## src/verilog/afe_consts.svh

```systemverilog
// afe_consts.svh: offsets, field positions, resets
// assumes byte-wide register port, 8-bit index
`ifndef AFE_CONSTS_SVH
`define AFE_CONSTS_SVH
// ****************************************
// register offsets
// ****************************************
`define AFE_A_LINE 8'h00
`define AFE_A_SDET 8'h01
`define AFE_A_BDIS 8'h02
`define AFE_A_MODE 8'h03
`define AFE_A_ACRST 8'h04
`define AFE_A_OFF0 8'h05
`define AFE_A_OFFALL 8'h08
`define AFE_A_GAIN0 8'h09
`define AFE_A_GAINALL 8'h0C
// ****************************************
// field positions
// ****************************************
`define AFE_F_LBL 0
`define AFE_F_ACYC 1
`define AFE_F_FME 2
`define AFE_F_ICLMP 3
`define AFE_F_INTM 5:4
`define AFE_F_FM 7:6
`define AFE_F_DETEN 0
`define AFE_F_DLY 3:1
`define AFE_F_POL 4
`define AFE_F_MASK 3:0
`define AFE_F_MONO 0
`define AFE_F_SELECTIVE_POWERDOWN_EN 1
`define AFE_F_CHAN 3:2
// ****************************************
// reset values and forced codes
// ****************************************
`define AFE_RST_BYTE 8'h00
`define AFE_LBL_OFF 4'h6
`define AFE_CHAN_FORCED 2'h0
`endif

```

## src/verilog/afe_pkg.sv

```systemverilog
// afe_pkg: types of the afe register bank
// assumes nothing beyond the compiler
`default_nettype none
package afe_pkg;
  typedef logic [7:0] afe_byte_t;
  typedef logic [2:0] afe_dly_t;
  // colour codes, red first
  typedef enum logic [1:0] {
    AFE_RED, AFE_GREEN, AFE_BLUE, AFE_RSVD
  } afe_colour_e;
endpackage
`default_nettype wire

```

## src/verilog/afe_cycle_ctr.sv

```systemverilog
// afe_cycle_ctr: auto-cycle colour counter
// assumes step and clear are one-cycle pulses
`default_nettype none
module afe_cycle_ctr (
  input wire logic ref_clk_in,
  input wire logic rst_in,
  input wire logic step_in,
  input wire logic clear_in,
  output afe_pkg::afe_colour_e colour_out
);
  import afe_pkg::*;
  // ****************************************
  // counter
  // ****************************************
  afe_colour_e col_q;
  afe_colour_e col_d;
  // clear wins, blue wraps to red
  assign col_d = clear_in ? AFE_RED :
    !step_in ? col_q :
    (col_q == AFE_RED) ? AFE_GREEN :
    (col_q == AFE_GREEN) ? AFE_BLUE : AFE_RED;
  always_ff @(posedge ref_clk_in or posedge rst_in) begin
    if (rst_in) col_q <= AFE_RED;
    else col_q <= col_d;
  end
  assign colour_out = col_q;
  property p_wrap;
    @(posedge ref_clk_in) disable iff (rst_in)
    step_in && !clear_in && col_q == AFE_BLUE |=> col_q == AFE_RED;
  endproperty
  a_wrap: assert property (p_wrap) else $error("no wrap");
endmodule // afe_cycle_ctr
`default_nettype wire

```

## src/verilog/afe_sample_det.sv

```systemverilog
// afe_sample_det: sample pin edge detect, delay
// assumes pin may be asynchronous to the clock
`default_nettype none
module afe_sample_det #(
  parameter int DW = 3
) (
  input wire logic ref_clk_in,
  input wire logic rst_in,
  input wire logic pin_in,
  input wire logic rise_in,
  input wire logic [DW-1:0] dly_in,
  output logic pulse_out
);
  import afe_pkg::*;
  // ****************************************
  // synchroniser and edge
  // ****************************************
  logic s1_q, s2_q, s3_q, pulse_q, edge_w;
  logic [DW-1:0] cnt_q;
  // polarity picks the edge
  assign edge_w = rise_in ? (s2_q && !s3_q) : (!s2_q && s3_q);
  always_ff @(posedge ref_clk_in or posedge rst_in) begin
    if (rst_in) begin
      {s1_q, s2_q, s3_q} <= 3'h0;
    end else begin
      {s1_q, s2_q, s3_q} <= {pin_in, s1_q, s2_q};
    end
  end
  // ****************************************
  // delay counter
  // ****************************************
  // count from the edge cycle, pulse at end
  always_ff @(posedge ref_clk_in or posedge rst_in) begin
    if (rst_in) begin
      cnt_q <= '0;
      pulse_q <= 1'b0;
    end else if (edge_w) begin
      cnt_q <= dly_in;
      pulse_q <= (dly_in == '0);
    end else begin
      cnt_q <= (cnt_q == '0) ? cnt_q : cnt_q - 1'b1;
      pulse_q <= (cnt_q == DW'(1));
    end
  end
  assign pulse_out = pulse_q;
  property p_two;
    @(posedge ref_clk_in) disable iff (rst_in)
    (edge_w && dly_in == 3'h2) ##1 (!edge_w)[*2] |=> pulse_q;
  endproperty
  a_two: assert property (p_two) else $error("delay 2 late");
endmodule // afe_sample_det
`default_nettype wire

```

## src/verilog/afe_mode_gain_regs.sv

```systemverilog
// afe_mode_gain_regs: afe mode and gain bank
// assumes a synchronous byte register port
// and synchronous sample and clamp pins
//
// Operation
// - setup bit 0 selects line-by-line
// - line-by-line forces mono, red channel
// - line-by-line disables green, blue blocks
// - clamp pin clamps or steps cycle
// - auto-cycle takes clamp from register bit
// - force mux drives input mux only
// - internal colour in bits 5:4
// - forced input in bits 7:6
// - detect bit picks raw or pulse
// - pulse delayed by delay field cycles
// - polarity bit selects detected edge
// - mask bits disable red, green, blue, adc
// - three 8-bit offsets, reset zero
// - offset broadcast loads all three
// - three 8-bit gains, reset zero
// - gain broadcast loads all three
// - mask acts only with selective powerdown
// - cycle reset write returns to red
// - mono channel 00 red, 10 blue
`include "afe_consts.svh"
`default_nettype none
module afe_mode_gain_regs (
  input wire logic ref_clk_in,
  input wire logic rst_in,
  input wire afe_pkg::afe_byte_t addr_in,
  input wire afe_pkg::afe_byte_t wdata_in,
  input wire logic wr_in,
  input wire logic rd_in,
  input wire logic sample_pulse_pin_in,
  input wire logic clamp_or_cycle_pin_in,
  output afe_pkg::afe_byte_t rdata_out,
  output logic mono_out,
  output logic [1:0] mono_channel_sel_out,
  output logic [1:0] input_sel_out,
  output logic [1:0] colour_sel_out,
  output logic clamp_en_out,
  output logic timing_sample_out,
  output logic [3:0] block_disable_out,
  output afe_pkg::afe_byte_t sel_offset_out,
  output afe_pkg::afe_byte_t sel_gain_out
);
  import afe_pkg::*;

  // ****************************************
  // registers
  // ****************************************
  afe_byte_t line_q;
  afe_byte_t sdet_q;
  afe_byte_t bdis_q;
  afe_byte_t mode_q;
  afe_byte_t off_q [3];
  afe_byte_t gain_q [3];
  afe_byte_t rdata_q;
  logic clp_q;
  logic mono_q;
  logic [1:0] chan_q;
  logic [1:0] insel_q;
  logic [1:0] colsel_q;
  logic clamp_q;
  logic tsmp_q;
  logic [3:0] bdis_out_q;
  afe_byte_t seloff_q;
  afe_byte_t selgain_q;

  // ****************************************
  // address decode
  // ****************************************
  logic wr_line, wr_sdet, wr_bdis, wr_mode;
  logic wr_acrst, wr_offall, wr_gainall;
  logic [1:0] idx_off, idx_gain;
  logic hit_off, hit_gain;
  afe_byte_t rd_d;

  // one strobe per location
  assign wr_line = wr_in && addr_in == `AFE_A_LINE;
  assign wr_sdet = wr_in && addr_in == `AFE_A_SDET;
  assign wr_bdis = wr_in && addr_in == `AFE_A_BDIS;
  assign wr_mode = wr_in && addr_in == `AFE_A_MODE;
  assign wr_acrst = wr_in && addr_in == `AFE_A_ACRST;
  assign wr_offall = wr_in && addr_in == `AFE_A_OFFALL;
  assign wr_gainall = wr_in && addr_in == `AFE_A_GAINALL;
  // channel index inside each group of three
  assign idx_off = 2'(addr_in - `AFE_A_OFF0);
  assign idx_gain = 2'(addr_in - `AFE_A_GAIN0);
  assign hit_off = addr_in >= `AFE_A_OFF0 &&
    addr_in < `AFE_A_OFFALL;
  assign hit_gain = addr_in >= `AFE_A_GAIN0 &&
    addr_in < `AFE_A_GAINALL;

  // read mux, write-only and unmapped read zero
  assign rd_d = !rd_in ? `AFE_RST_BYTE :
    addr_in == `AFE_A_LINE ? line_q :
    addr_in == `AFE_A_SDET ? sdet_q :
    addr_in == `AFE_A_BDIS ? bdis_q :
    addr_in == `AFE_A_MODE ? mode_q :
    hit_off ? off_q[idx_off] :
    hit_gain ? gain_q[idx_gain] :
    `AFE_RST_BYTE;

  // ****************************************
  // setup register writes
  // ****************************************
  // all setup fields reset to zero
  always_ff @(posedge ref_clk_in or posedge rst_in) begin
    if (rst_in) begin
      line_q <= `AFE_RST_BYTE;
      sdet_q <= `AFE_RST_BYTE;
      bdis_q <= `AFE_RST_BYTE;
      mode_q <= `AFE_RST_BYTE;
      rdata_q <= `AFE_RST_BYTE;
    end else begin
      if (wr_line) line_q <= wdata_in;
      if (wr_sdet) sdet_q <= wdata_in;
      if (wr_bdis) bdis_q <= wdata_in;
      if (wr_mode) mode_q <= wdata_in;
      rdata_q <= rd_d;
    end
  end

  // ****************************************
  // offset and gain codes
  // ****************************************
  // broadcast writes load every channel
  always_ff @(posedge ref_clk_in or posedge rst_in) begin
    if (rst_in) begin
      for (int i = 0; i < 3; i++) begin
        off_q[i] <= `AFE_RST_BYTE;
        gain_q[i] <= `AFE_RST_BYTE;
      end
    end else begin
      for (int i = 0; i < 3; i++) begin
        if (wr_offall || (wr_in && hit_off && idx_off == 2'(i))) begin
          off_q[i] <= wdata_in;
        end
        if (wr_gainall || (wr_in && hit_gain && idx_gain == 2'(i))) begin
          gain_q[i] <= wdata_in;
        end
      end
    end
  end

  // ****************************************
  // mode decode
  // ****************************************
  logic lbl, acyc, force_input_mux_en, selective_powerdown_en, step, clp_rise;
  logic [1:0] chan_eff, cyc_col, col_d, in_d;
  logic [3:0] dis_d;
  logic tsmp_d, det_pulse, clamp_d;
  afe_colour_e cyc_e;

  assign lbl = line_q[`AFE_F_LBL];
  assign acyc = lbl && line_q[`AFE_F_ACYC];
  assign force_input_mux_en = lbl && line_q[`AFE_F_FME];
  assign selective_powerdown_en = mode_q[`AFE_F_SELECTIVE_POWERDOWN_EN];
  assign cyc_col = cyc_e;
  // line-by-line forces mono and red channel
  assign chan_eff = lbl ? `AFE_CHAN_FORCED : mode_q[`AFE_F_CHAN];
  // colour for offset and gain mux
  assign col_d = !lbl ? chan_eff :
    acyc ? cyc_col : line_q[`AFE_F_INTM];
  // input mux may be forced apart
  assign in_d = force_input_mux_en ? line_q[`AFE_F_FM] : col_d;
  // clamp from pin unless auto-cycling
  assign clamp_d = acyc ? line_q[`AFE_F_ICLMP] : clp_q;
  // cycle steps on clamp pin rising edge
  assign clp_rise = clamp_or_cycle_pin_in && !clp_q;
  assign step = acyc && clp_rise;
  // mask gated, green and blue off in lbl
  assign dis_d = (selective_powerdown_en ? bdis_q[`AFE_F_MASK] : 4'h0) |
    (lbl ? `AFE_LBL_OFF : 4'h0);
  // raw pin or detected pulse
  assign tsmp_d = sdet_q[`AFE_F_DETEN] ? det_pulse : sample_pulse_pin_in;

  // ****************************************
  // leaf blocks
  // ****************************************
  afe_cycle_ctr u_cyc (
    .ref_clk_in(ref_clk_in),
    .rst_in(rst_in),
    .step_in(step),
    .clear_in(wr_acrst),
    .colour_out(cyc_e)
  );

  afe_sample_det #(.DW(3)) u_det (
    .ref_clk_in(ref_clk_in),
    .rst_in(rst_in),
    .pin_in(sample_pulse_pin_in),
    .rise_in(sdet_q[`AFE_F_POL]),
    .dly_in(sdet_q[`AFE_F_DLY]),
    .pulse_out(det_pulse)
  );

  // ****************************************
  // output flops
  // ****************************************
  // every output leaves from a flop
  always_ff @(posedge ref_clk_in or posedge rst_in) begin
    if (rst_in) begin
      clp_q <= 1'b0;
      mono_q <= 1'b0;
      chan_q <= 2'h0;
      insel_q <= 2'h0;
      colsel_q <= 2'h0;
      clamp_q <= 1'b0;
      tsmp_q <= 1'b0;
      bdis_out_q <= 4'h0;
      seloff_q <= `AFE_RST_BYTE;
      selgain_q <= `AFE_RST_BYTE;
    end else begin
      clp_q <= clamp_or_cycle_pin_in;
      mono_q <= lbl || mode_q[`AFE_F_MONO];
      chan_q <= chan_eff;
      insel_q <= in_d;
      colsel_q <= col_d;
      clamp_q <= clamp_d;
      tsmp_q <= tsmp_d;
      bdis_out_q <= dis_d;
      seloff_q <= (col_d == 2'h3) ? `AFE_RST_BYTE : off_q[col_d];
      selgain_q <= (col_d == 2'h3) ? `AFE_RST_BYTE : gain_q[col_d];
    end
  end

  assign rdata_out = rdata_q;
  assign mono_out = mono_q;
  assign mono_channel_sel_out = chan_q;
  assign input_sel_out = insel_q;
  assign colour_sel_out = colsel_q;
  assign clamp_en_out = clamp_q;
  assign timing_sample_out = tsmp_q;
  assign block_disable_out = bdis_out_q;
  assign sel_offset_out = seloff_q;
  assign sel_gain_out = selgain_q;

  // ****************************************
  // checks
  // ****************************************
  property p_mono;
    @(posedge ref_clk_in) disable iff (rst_in)
    lbl |=> mono_q && chan_q == 2'h0;
  endproperty
  a_mono: assert property (p_mono) else $error("lbl not mono");

  property p_gb_off;
    @(posedge ref_clk_in) disable iff (rst_in)
    lbl |=> bdis_out_q[2:1] == 2'h3;
  endproperty
  a_gb_off: assert property (p_gb_off) else $error("green/blue on");

  property p_iclamp;
    @(posedge ref_clk_in) disable iff (rst_in)
    acyc |=> clamp_q == $past(line_q[3]);
  endproperty
  a_iclamp: assert property (p_iclamp) else $error("clamp src");

  property p_force;
    @(posedge ref_clk_in) disable iff (rst_in)
    force_input_mux_en |=> insel_q == $past(line_q[7:6]);
  endproperty
  a_force: assert property (p_force) else $error("force mux");

  property p_raw;
    @(posedge ref_clk_in) disable iff (rst_in)
    !sdet_q[0] |=> tsmp_q == $past(sample_pulse_pin_in);
  endproperty
  a_raw: assert property (p_raw) else $error("raw sample");

  property p_gate;
    @(posedge ref_clk_in) disable iff (rst_in)
    !selective_powerdown_en && !lbl |=> bdis_out_q == 4'h0;
  endproperty
  a_gate: assert property (p_gate) else $error("mask ungated");

  property p_offall;
    @(posedge ref_clk_in) disable iff (rst_in)
    wr_offall |=> off_q[0] == $past(wdata_in) &&
      off_q[1] == $past(wdata_in) && off_q[2] == $past(wdata_in);
  endproperty
  a_offall: assert property (p_offall) else $error("offset bcast");

  property p_gainall;
    @(posedge ref_clk_in) disable iff (rst_in)
    wr_gainall |=> gain_q[0] == $past(wdata_in) &&
      gain_q[1] == $past(wdata_in) && gain_q[2] == $past(wdata_in);
  endproperty
  a_gainall: assert property (p_gainall) else $error("gain bcast");

  property p_acrst;
    @(posedge ref_clk_in) disable iff (rst_in)
    wr_acrst |=> cyc_e == AFE_RED ##1 colsel_q == 2'h0 || !$past(acyc);
  endproperty
  a_acrst: assert property (p_acrst) else $error("cycle reset");

  property p_chan_ext;
    @(posedge ref_clk_in) disable iff (rst_in)
    !lbl |=> colsel_q == $past(mode_q[`AFE_F_CHAN]);
  endproperty
  a_chan_ext: assert property (p_chan_ext) else $error("mono channel colour");

  property p_intm;
    @(posedge ref_clk_in) disable iff (rst_in)
    lbl && !acyc |=> colsel_q == $past(line_q[`AFE_F_INTM]);
  endproperty
  a_intm: assert property (p_intm) else $error("internal colour");

  property p_cyc_sel;
    @(posedge ref_clk_in) disable iff (rst_in)
    acyc |=> colsel_q == $past(cyc_col);
  endproperty
  a_cyc_sel: assert property (p_cyc_sel) else $error("cycle colour");

  property p_noforce;
    @(posedge ref_clk_in) disable iff (rst_in)
    !force_input_mux_en |=> insel_q == colsel_q;
  endproperty
  a_noforce: assert property (p_noforce) else $error("input forced");

  property p_mask;
    @(posedge ref_clk_in) disable iff (rst_in)
    selective_powerdown_en && !lbl |=> bdis_out_q == $past(bdis_q[`AFE_F_MASK]);
  endproperty
  a_mask: assert property (p_mask) else $error("mask bits");

  property p_red_codes;
    @(posedge ref_clk_in) disable iff (rst_in)
    col_d == 2'h0 |=> seloff_q == $past(off_q[0]) && selgain_q == $past(gain_q[0]);
  endproperty
  a_red_codes: assert property (p_red_codes) else $error("red codes");

  property p_rsvd_codes;
    @(posedge ref_clk_in) disable iff (rst_in)
    col_d == 2'h3 |=> seloff_q == 8'h00 && selgain_q == 8'h00;
  endproperty
  a_rsvd_codes: assert property (p_rsvd_codes) else $error("reserved codes");

  property p_cyc_hold;
    @(posedge ref_clk_in) disable iff (rst_in)
    !acyc && !wr_acrst |=> cyc_e == $past(cyc_e);
  endproperty
  a_cyc_hold: assert property (p_cyc_hold) else $error("cycle moved");

  property p_cyc_step;
    @(posedge ref_clk_in) disable iff (rst_in)
    step && !wr_acrst |=> cyc_e != $past(cyc_e);
  endproperty
  a_cyc_step: assert property (p_cyc_step) else $error("cycle stuck");

  property p_pin_clamp;
    @(posedge ref_clk_in) disable iff (rst_in)
    !acyc |=> clamp_q == $past(clp_q);
  endproperty
  a_pin_clamp: assert property (p_pin_clamp) else $error("pin clamp");
endmodule // afe_mode_gain_regs
`default_nettype wire

```

## config.mk

```make
export PLATFORM = sky130hd
export DESIGN_NAME = afe_mode_gain_regs
export DESIGN_NICKNAME = d
export VERILOG_FILES = /design/src/verilog/afe_pkg.sv /design/src/verilog/afe_cycle_ctr.sv /design/src/verilog/afe_sample_det.sv /design/src/verilog/afe_mode_gain_regs.sv
export VERILOG_INCLUDE_DIRS = /design/src /design/src/verilog
export SDC_FILE = /design/constraint.sdc
export NUM_CORES = 1
export LEC_CHECK = 0
export BUFFER_PORTS_ARGS = -buffer_cell sky130_fd_sc_hd__buf_2
export CAP_MARGIN = 20
export CORE_UTILIZATION = 55
export DETAILED_ROUTE_END_ITERATION = 7
export PLACE_DENSITY = 0.73
export SYNTH_ARGS = -nofsm -noshare
export SYNTH_HDL_FRONTEND = slang
export SYNTH_SLANG_ARGS = --single-unit
```

## constraint.sdc

```tcl
create_clock -name ref_clk_in -period 12.81 [get_ports ref_clk_in]
set_input_delay 2.562 -clock ref_clk_in [delete_from_list [all_inputs] [get_ports ref_clk_in]]
set_output_delay 2.562 -clock ref_clk_in [all_outputs]
set_load 0.01 [all_outputs]
```

# ---- Word level (Yosys, flattened, before mapping)
# Index checks and enable logic that the tools add are counted.
dict set report word_totals {
  regBits 127
  in_bits 22
  out_inout_bits 37
  elab_cells 132
}
dict set report classes {
  addsub 3
  order_cmp 7
  n_eq_ne 14
  n_mux 37
  bitwise_logic 4
  n_reduce_logical 40
}
# op count
set ops {}
lappend ops {{8-bit two-way mux} 17}
lappend ops {{8-bit binary-select mux with 2-bit select} 4}
lappend ops {{1-bit logical AND} 23}
lappend ops {{8-bit by 2-bit equality test with 1-bit output, second input constant} 2}
lappend ops {{8-bit by 4-bit equality test with 1-bit output, second input constant} 2}
lappend ops {{8-bit by 4-bit less-than comparator with 1-bit output, second input constant} 2}
lappend ops {{2-bit two-way mux} 8}
lappend ops {{3-bit greater-or-equal comparator, second input constant} 3}
lappend ops {{3-bit two-way mux} 3}
lappend ops {{2-bit NOT with 3-bit output} 3}
lappend ops {{8-bit by 1-bit equality test with 1-bit output, second input constant} 1}
lappend ops {{8-bit by 3-bit equality test with 1-bit output, second input constant} 1}
lappend ops {{8-bit by 3-bit greater-or-equal comparator with 1-bit output, second input constant} 1}
lappend ops {{8-bit by 4-bit greater-or-equal comparator with 1-bit output, second input constant} 1}
lappend ops {{8-bit zero test} 1}
lappend ops {{1-bit logical OR} 7}
lappend ops {{2-bit by 1-bit equality test with 1-bit output, second input constant} 3}
lappend ops {{2-bit equality test, second input constant} 3}
lappend ops {{2-bit zero test} 3}
lappend ops {{3-bit zero test} 2}
lappend ops {{1-bit two-way mux} 4}
lappend ops {{4-bit two-way mux} 1}
lappend ops {{4-bit by 3-bit OR with 4-bit output} 1}
lappend ops {{2-bit by 1-bit subtractor with 2-bit output, second input constant} 2}
lappend ops {{other kinds (5)} 7}

# ---- Depth between registers and ports, before layout
# Gate-level depths: netlist of run 1.
dict set report depth {
  depth_word 12
  depth_mapped 8
  mapped_depth_nobuf 6
}

# ---- By module
# Synthesis of run 1 repeated with hierarchy kept, for this count alone.
dict set report unflattened {
  hier_cells 466
  area_unflattened_um2 6065.8
}
# module n_inst cells_per_inst area_per_inst_um2 seq_area_each_um2
set modules_own_cells {}
lappend modules_own_cells {afe_mode_gain_regs 1 430 5621.6 2952.8}
lappend modules_own_cells {afe_sample_det 1 27 351.6 175.2}
lappend modules_own_cells {afe_cycle_ctr 1 9 92.6 50.0}

# ---- Worst setup path after synthesis of run 1
# Ideal clock, no wire load.
dict set report synth_path {
  path_type {input -> register}
  from {in addr_in[1]}
  to {reg off_q[10] in the netlist's numbering}
  t_arrival_ps 3979
  required_time_ps 12685
  path_slack_ps 8706
  cell_stages 7
  n_path_buf 1
  path_cell_list {inv_1 -> ha_1 -> clkbuf_1 -> nand2b_1 -> nand3_1 -> a21oi_4 -> mux2_2}
}
dict set report synth_via {
  elab_chain_cells 5
}
# element line
set synth_rtl {}
lappend synth_rtl {{from (decl)} afe_mode_gain_regs.sv:30} ;# input wire afe_pkg::afe_byte_t addr_in,
lappend synth_rtl {{8-bit by 3-bit greater-or-equal comparator with 1-bit output (no source line) / 8-bit by 4-bit less-than comparator with 1-bit output (equally long branches)} n/a}
lappend synth_rtl {{1-bit logical AND (no source line)} n/a}
lappend synth_rtl {{1-bit logical AND (2 in series)} afe_mode_gain_regs.sv:137} ;# if (wr_offall || (wr_in && hit_off && idx_off == 2'(i))) begin
lappend synth_rtl {{1-bit logical OR (*)} afe_mode_gain_regs.sv:137}
lappend synth_rtl {{to (signal, indexed assignment)} afe_mode_gain_regs.sv:132} ;# off_q[i] <= `AFE_RST_BYTE;
lappend synth_rtl {{to (signal, indexed assignment)} afe_mode_gain_regs.sv:138} ;# off_q[i] <= wdata_in;
lappend synth_rtl {{to (decl)} afe_mode_gain_regs.sv:56} ;# afe_byte_t off_q [3];
# Mark *: on every way between the ends. The rest lies on a longest branch, timed or not.
# A chain may end at the register's enable or synchronous reset.

# ---- Final worst setup path of run 1
dict set report layout_path {
  from {in addr_in[2]}
  to {reg off_q[4] in the netlist's numbering}
}
# Same word-level chain as after synthesis.

==> out/summary.md, run 1 <==
### Synth
* Net Count, Synth: 473
* Synth top area share: 0.5373
* flip-flop and latch count after synthesis: 127
* count of warnings emitted by yosys: 0
* dominant cell type by area after synthesis: sky130_fd_sc_hd__dfrtp_1
* synth top area cells: sky130_fd_sc_hd__dfrtp_1, sky130_fd_sc_hd__mux2_2, sky130_fd_sc_hd__mux2i_1
* number of synthesized flops with an enable pin: 0
* post-synthesis sequential area ratio: 0.5373
* Mean Syn Cell Area: 13.35 sq um
* Async S/R FF share, synth: 1.000
* total standard cell area after synthesis: 0.005914 sq mm
* number of instances in the synthesized netlist: 443
* count of cell types in the netlist: 42
* ys flop type: sky130_fd_sc_hd__dfrtp_1

### Drt
* detailed-route DRC error count: 0
* drt total wl: 13170 um
* count of routing violations after the opening detailed-route iteration: 163
* number of search-and-repair iterations in the first detailed-routing pass: 5
* per-cell routed wire length: 20.55 um
* remaining antenna violation count after routing: 0
* drt via density: 6.011
* via count: 3853

### Power and ir drop
* switching component of the power: 0.0002541 W
* portion of total power attributed to the clock network: 0.431
* Internal Power: 0.0007774 W
* Comb power frac: 0.123
* switching share of power: 0.2463
* Peak supply drop: 69.59 uV
* Leakage: 3.388 nW
* portion of total power attributed to sequential cells: 0.446
* Power Density: 151.2 mW/mm^2

### Critical path
* WS Path Type: in -> reg
* WP buf/inv: 1
* required time at the endpoint of the critical path: 13220 ps
* crit-path leading delay family: simple AND/OR/NAND/NOR gates
* Critical Path AT: 4710 ps
* Crit path largest cell delay: 900 ps
* capturing element type of the critical path: register
* largest fanout of any net on the critical path: 13
* CP startpoint kind: input pin
* chain of cells forming the critical path: buf_2, nor2b_1, nand3_1, a21oi_4, mux2_2
* cell at the slowest stage of the critical path: sky130_fd_sc_hd__nor2b_1

### Layout
* cell area after layout: 0.006822 sq mm
* fill cell count: 822
* non-filler instance count after layout: 641
* P&R area growth vs syn: 15.34%
* net count reported at finish: 525
* layout cells sized above 1: 0.3762
* most common cell after layout, fill and taps aside: sky130_fd_sc_hd__dfrtp_1
* most frequent cells in the layout: sky130_fd_sc_hd__dfrtp_1, sky130_fd_sc_hd__mux2_2, sky130_fd_sc_hd__buf_2
* final antenna diode count: 0

### STA
* Layout Skew: 10.87 ps
* number of endpoints failing setup at the final stage: 0
* final hold vios: 0
* number of pins exceeding their max-slew limit in the final report: 0
* time the worst path needs with I/O delays and setup: 4297 ps
* Slew HR: 0.2509
* Peak Freq: 0.2327 GHz
* Worst-Margin Slew: 1121 ps
* summed negative setup slack over all endpoints: 0 ps
* setup repair after global routing missed its margin: no
* share of the clock period used by the worst path after layout: 0.3355

### Placed design
* post-place instance area: 0.006252 sq mm
* Cell Count Post-Placement: 611
* estimated wirelength of the detail-placed design: 8667 um
* port bufs: 58
* Routability Congestion: 0.8096

### Die
* die extent in y: 105.7 um
* number of primary I/O pins: 59
* Die Wd: 105.7 um
* effective utilization at floorplan: 0.5703
* Die Footprint: 0.01117 sq mm
* row count: 37
* area of the core: 0.01037 sq mm

### CTS
* H-tree depth: 4
* clock tree from TritonCTS: built
* total setup buffers inserted after CTS: 0
* Longest Clk Path Bufs: 2
* clock transition at the registers of the reported paths: 50 ps
* CTS hold repair buffers: 0
* CTS Root Cell: sky130_fd_sc_hd__clkbuf_8
* clock buffer count from CTS: 17
* Resize count post-CTS: 0
* TritonCTS Sinks: 127
* Skew-Pair Late Insertion Delay: 540 ps

### GRT
* maximum number of pins on one net before global-route repair: 82
* vias in the first global route: 3964
* GRT overflow: 0
* first-pass GRT wire length: 21350 um
* total global routing track utilization: 0.2598
* initial antenna violation count: 0

### Hold path
* path class of the lowest-slack min-delay path: reg -> reg

### Run
* max-capacitance violation count: 0

### Run status
* run status: finished clean

-- final cells by class --
| cell class | instances | area [sq um] | area share |
|---|---|---|---|
| clock buffers | 23 | 496.7 | 0.07282 |
| multi-input cells | 272 | 2532 | 0.3712 |
| well taps | 136 | 170.2 | 0.02494 |
| clock inverters | 6 | 57.56 | 0.008437 |
| inverters | 15 | 58.81 | 0.008621 |
| repair buffers | 62 | 327.8 | 0.04806 |
| flip-flops and latches | 127 | 3178 | 0.4659 |
-- Yosys cell counts (all sizes together), types with 2 or more instances --
cell	instances
a2111oi	8
a211oi	8
a21o	2
a21oi	29
a22o	8
a41oi	2
and2	3
and3b	8
buf	22
clkbuf	7
dfrtp	127
ha	8
inv	15
mux2	86
mux2i	34
nand2	9
nand3	5
nand3b	3
nor2	8
nor2b	7
nor3b	2
o22ai	16
o2bb2ai	16
-- sequential cells by signal (all words and copies together) (netlist names), 2 cells and up --
name,flops
colour_sel_out,2
sel_offset_out,8
input_sel_out,2
gain_q,24
block_disable_out,4
off_q,24
sdet_q,8
mode_q,8
bdis_q,8
mono_channel_sel_out,2
line_q,8
rdata_out,8
sel_gain_out,8
u_det.cnt_q,3
u_cyc.colour_out,2
-- stage by stage --
stage / hold slack [ps] / util / power [W] / setup WS, ps
finish: 363.0 / 0.6578 / 0.001031 / 8513
global route: 371.3 / 0.6578 / 0.001073 / 8367
CTS: 363.7 / 0.6564 / 0.001040 / 8309
detailed placement: 341.8 / 0.6029 / 0.0005919 / 7738
global placement: 334.1 / 0.6029 / 0.0005851 / 7838
floorplan: 331.2 / - / 0.0005524 / 6864
-- cell families (layout without fill, tap and decap cells) --
| group | Yosys count | in the layout | share of synthesized area |
|---|---|---|---|
| buf+inv | 44 | 106 | 0.03512 |
| simple gates | 51 | 51 | 0.06770 |
| xor+xnor | 1 | 1 | 0.001481 |
| fa+ha+maj | 8 | 8 | 0.01692 |
| mux | 120 | 120 | 0.2238 |
| compound gates | 92 | 92 | 0.1176 |
| flops | 127 | 127 | 0.5373 |
-- path summary, 6_finish.rpt --
check | from | end | slack, ps | depth (start not counted)
setup reg to reg | line_q[1] | sel_offset_out[3] | 10470 | 5
hold reg to reg | u_det.s1_q | u_det.s2_q | 360 | 0
max in group asynchronous | rst_in | gain_q[18] | 9290 | 3
setup / recovery | addr_in[2] | off_q[4] | 8510 | 5
min in group asynchronous | rst_in | colour_sel_out[0] | 2110 | 2
hold / removal | u_det.s1_q | u_det.s2_q | 360 | 0
-- metal layers --
| layer | global-route usage | vias up | wire length [um] |
|---|---|---|---|
| met2 | 0.3973 | 141 | 6185 |
| met1 | 0.3544 | 1949 | 5987 |
| met4 | 0.1091 | 0 | 288 |
| met3 | 0.06432 | 19 | 711 |
| met5 | 0 | - | 0 |
| li1 | - | 1744 | - |
-- power groups by stage --
stage / logic (W) / clock network (W) / registers, W
2_1_floorplan: 0.0000881 / 0 / 0.000464
3_3_place_gp: 0.000121 / 0 / 0.000464
3_5_place_dp: 0.000126 / 0 / 0.000466
4_1_cts: 0.000127 / 0.000454 / 0.000459
5_1_grt: 0.000139 / 0.000470 / 0.000464
6_report: 0.000126 / 0.000445 / 0.000460
(Power assumes the default switching activity.)
==> run 2, diff against run 1 <==
--- a/config.mk
+++ b/config.mk
@@ -6,6 +6,7 @@
 export SDC_FILE = /design/constraint.sdc
 export NUM_CORES = 1
 export LEC_CHECK = 0
+export ABC_AREA = 1
 export BUFFER_PORTS_ARGS = -buffer_cell sky130_fd_sc_hd__buf_2
 export CAP_MARGIN = 20
 export CORE_UTILIZATION = 55
==> constraint.sdc (replaced) <==
create_clock -name ref_clk_in -period 4 [get_ports ref_clk_in]
set_input_delay 0.8 -clock ref_clk_in [delete_from_list [all_inputs] [get_ports ref_clk_in]]
set_output_delay 0.8 -clock ref_clk_in [all_outputs]
set_load 0.01 [all_outputs]
==> out/summary.md, run 2 <==
### Run status
* run status: finished clean

### GRT
* initial antenna violation count: 0
* first-pass GRT wire length: 25650 um
* GRT overflow: 0
* maximum number of pins on one net before global-route repair: 57
* vias in the first global route: 4976
* total global routing track utilization: 0.3013

### Die
* effective utilization at floorplan: 0.5628
* Die Footprint: 0.01147 sq mm
* die extent in y: 107.1 um
* Die Wd: 107.1 um
* area of the core: 0.01079 sq mm
* row count: 38
* number of primary I/O pins: 59

### Synth
* post-synthesis sequential area ratio: 0.5232
* count of cell types in the netlist: 31
* dominant cell type by area after synthesis: sky130_fd_sc_hd__dfrtp_1
* flip-flop and latch count after synthesis: 127
* ys flop type: sky130_fd_sc_hd__dfrtp_1
* count of warnings emitted by yosys: 0
* Mean Syn Cell Area: 8.390 sq um
* number of synthesized flops with an enable pin: 0
* most frequent cells after synthesis: sky130_fd_sc_hd__nand2_1, sky130_fd_sc_hd__dfrtp_1, sky130_fd_sc_hd__inv_1, sky130_fd_sc_hd__nand3_1, sky130_fd_sc_hd__o21ai_0
* number of instances in the synthesized netlist: 724
* most frequently used cell type in the post-synthesis netlist: sky130_fd_sc_hd__nand2_1
* total standard cell area after synthesis: 0.006075 sq mm
* synth top area cells: sky130_fd_sc_hd__dfrtp_1, sky130_fd_sc_hd__nand2_1, sky130_fd_sc_hd__nand3_1
* Synth top area share: 0.5232
* Net Count, Synth: 754
* Async S/R FF share, synth: 1.000

### Drt
* detailed-route DRC error count: 0
* remaining antenna violation count after routing: 0
* count of routing violations after the opening detailed-route iteration: 550
* drt total wl: 15970 um
* per-cell routed wire length: 17.19 um
* drt via density: 5.708
* via count: 5303
* number of search-and-repair iterations in the first detailed-routing pass: 5

### Critical path
* capturing element type of the critical path: register
* crit-path leading delay family: buffers and inverters
* chain of cells forming the critical path: buf_2, clkinv_1, buf_4, ha_1, inv_1, nand3_1, nand2_1, nand2_1, nand3_1, nand2_1, nand2_1, nand2_1, a21oi_1
* WP buf/inv: 4
* Crit path largest cell delay: 660 ps
* WS Path Type: in -> reg
* CP startpoint kind: input pin
* largest fanout of any net on the critical path: 18
* cell at the slowest stage of the critical path: sky130_fd_sc_hd__ha_1
* required time at the endpoint of the critical path: 4410 ps
* Most common cell on crit path: sky130_fd_sc_hd__nand2_1
* Critical Path AT: 2880 ps

### STA
* final hold vios: 0
* share of the clock period used by the worst path after layout: 0.6175
* number of endpoints failing setup at the final stage: 0
* Worst-Margin Slew: 939.6 ps
* Peak Freq: 0.4048 GHz
* summed negative setup slack over all endpoints: 0 ps
* Slew HR: 0.3729
* number of pins exceeding their max-slew limit in the final report: 0
* setup repair after global routing missed its margin: no
* Layout Skew: 6.335 ps
* minimum setup slack in the final design: 1530 ps
* time the worst path needs with I/O delays and setup: 2470 ps

### Power and ir drop
* switching component of the power: 0.0009688 W
* portion of total power attributed to sequential cells: 0.421
* portion of total power attributed to the clock network: 0.442
* Peak supply drop: 301.2 uV
* Power Density: 510.0 mW/mm^2
* switching share of power: 0.2709
* Comb power frac: 0.136
* Internal Power: 0.002608 W
* Leakage: 3.419 nW

### Layout
* final antenna diode count: 0
* final core utilization: 0.6498
* biggest regs: gain_q (24), off_q (24)
* most common cell after layout, fill and taps aside: sky130_fd_sc_hd__nand2_1
* P&R area growth vs syn: 15.45%
* total area of sequential cells: 0.003178 sq mm
* most frequent cells in the layout: sky130_fd_sc_hd__nand2_1, sky130_fd_sc_hd__dfrtp_1, sky130_fd_sc_hd__inv_1
* multi-input combinational cell area: 0.002407 sq mm
* fill cell count: 872
* layout cells sized above 1: 0.1749
* net count reported at finish: 806

### CTS
* clock buffer count from CTS: 17
* Skew-Pair Late Insertion Delay: 530 ps
* H-tree depth: 4
* clock transition at the registers of the reported paths: 60 ps
* clock tree from TritonCTS: built
* Longest Clk Path Bufs: 2
* total setup buffers inserted after CTS: 0
* CTS Root Cell: sky130_fd_sc_hd__clkbuf_8
* Resize count post-CTS: 0
* CTS hold repair buffers: 0
* TritonCTS Sinks: 127

### Placed design
* Setup Slack @ Placement: 1096 ps
* estimated wirelength of the detail-placed design: 10790 um
* port bufs: 58
* Routability Congestion: 0.9877

### Hold path
* path class of the lowest-slack min-delay path: in -> async

### Run
* max-capacitance violation count: 0

-- run 2: cell count changes after synthesis, sizes merged, moves of 16 or more --
cell | before | now
a21oi | 29 | 51
inv | 15 | 73
mux2 | 86 | 2
mux2i | 34 | 0
nand2 | 9 | 217
nand3 | 5 | 64
nor2 | 8 | 40
o21ai | 1 | 99
o22ai | 16 | 0
o2bb2ai | 16 | 0
-- run 2: layout make-up --
class,instances,area share
tap,140,0.02498
timing repair buffer,64,0.05138
clock buffer,18,0.05959
inverter,74,0.04014
multi-input combinational,492,0.3433
sequential,127,0.4532
clock inverter,14,0.02748
-- run 2: logic make-up (layout without fill, tap and decap cells) --
group,after synthesis,in the layout,synth area share
AO/OA/AOI/OAI,156,156,0.1378
buffers and inverters,105,170,0.08054
multiplexers,2,2,0.003707
AND/OR/NAND/NOR,325,325,0.2369
adder cells (fa/ha/maj),8,8,0.01648
XOR/XNOR,1,1,0.001442
flip-flops,127,127,0.5232
-- run 2: layer usage --
layer / routed length [um] / global-route usage / vias to the layer above
met5: 0 / 0 / -
met4: 584 / 0.1380 / 0
met3: 1222 / 0.06626 / 52
met2: 7282 / 0.4507 / 279
met1: 6877 / 0.4195 / 2534
li1: - / - / 2438
-- run 2: path summary, 6_finish.rpt --
kind	startpoint	endpoint	slack (ps)	cells past startpoint
max reg2reg	line_q[0]	sel_gain_out[7]	1650	6
min reg2reg	u_det.s1_q	u_det.s2_q	350	0
min	rst_in	rdata_out[6]	230	2
min in group ref_clk_in	u_det.s1_q	u_det.s2_q	350	0
max in group asynchronous	rst_in	input_sel_out[1]	2930	4
max	addr_in[0]	rdata_out[6]	1530	13
-- run 2: through the flow --
| stage | instance area [sq um] | total power (W) | std cells | hold slack, ps |
|---|---|---|---|---|
| after floorplan | 6078 | 0.001828 | 724 | 331.2 |
| after global placement | 6382 | 0.001977 | 896 | 338.0 |
| after detailed placement | 6382 | 0.002001 | 896 | 335.6 |
| after CTS | 6993 | 0.003581 | 928 | 349.1 |
| after global routing | 7013 | 0.003731 | 929 | 245.4 |
| final | 7013 | 0.003577 | 929 | 232.8 |
-- run 2: power groups by stage --
stage	clock (W)	sequential, W	combinational, W
after floorplan	0	0.00153	0.000302
after global placement	0	0.00152	0.000455
after detailed placement	0	0.00153	0.000474
after CTS	0.00159	0.00151	0.000483
after global routing	0.00166	0.00152	0.000548
final	0.00158	0.00151	0.000487
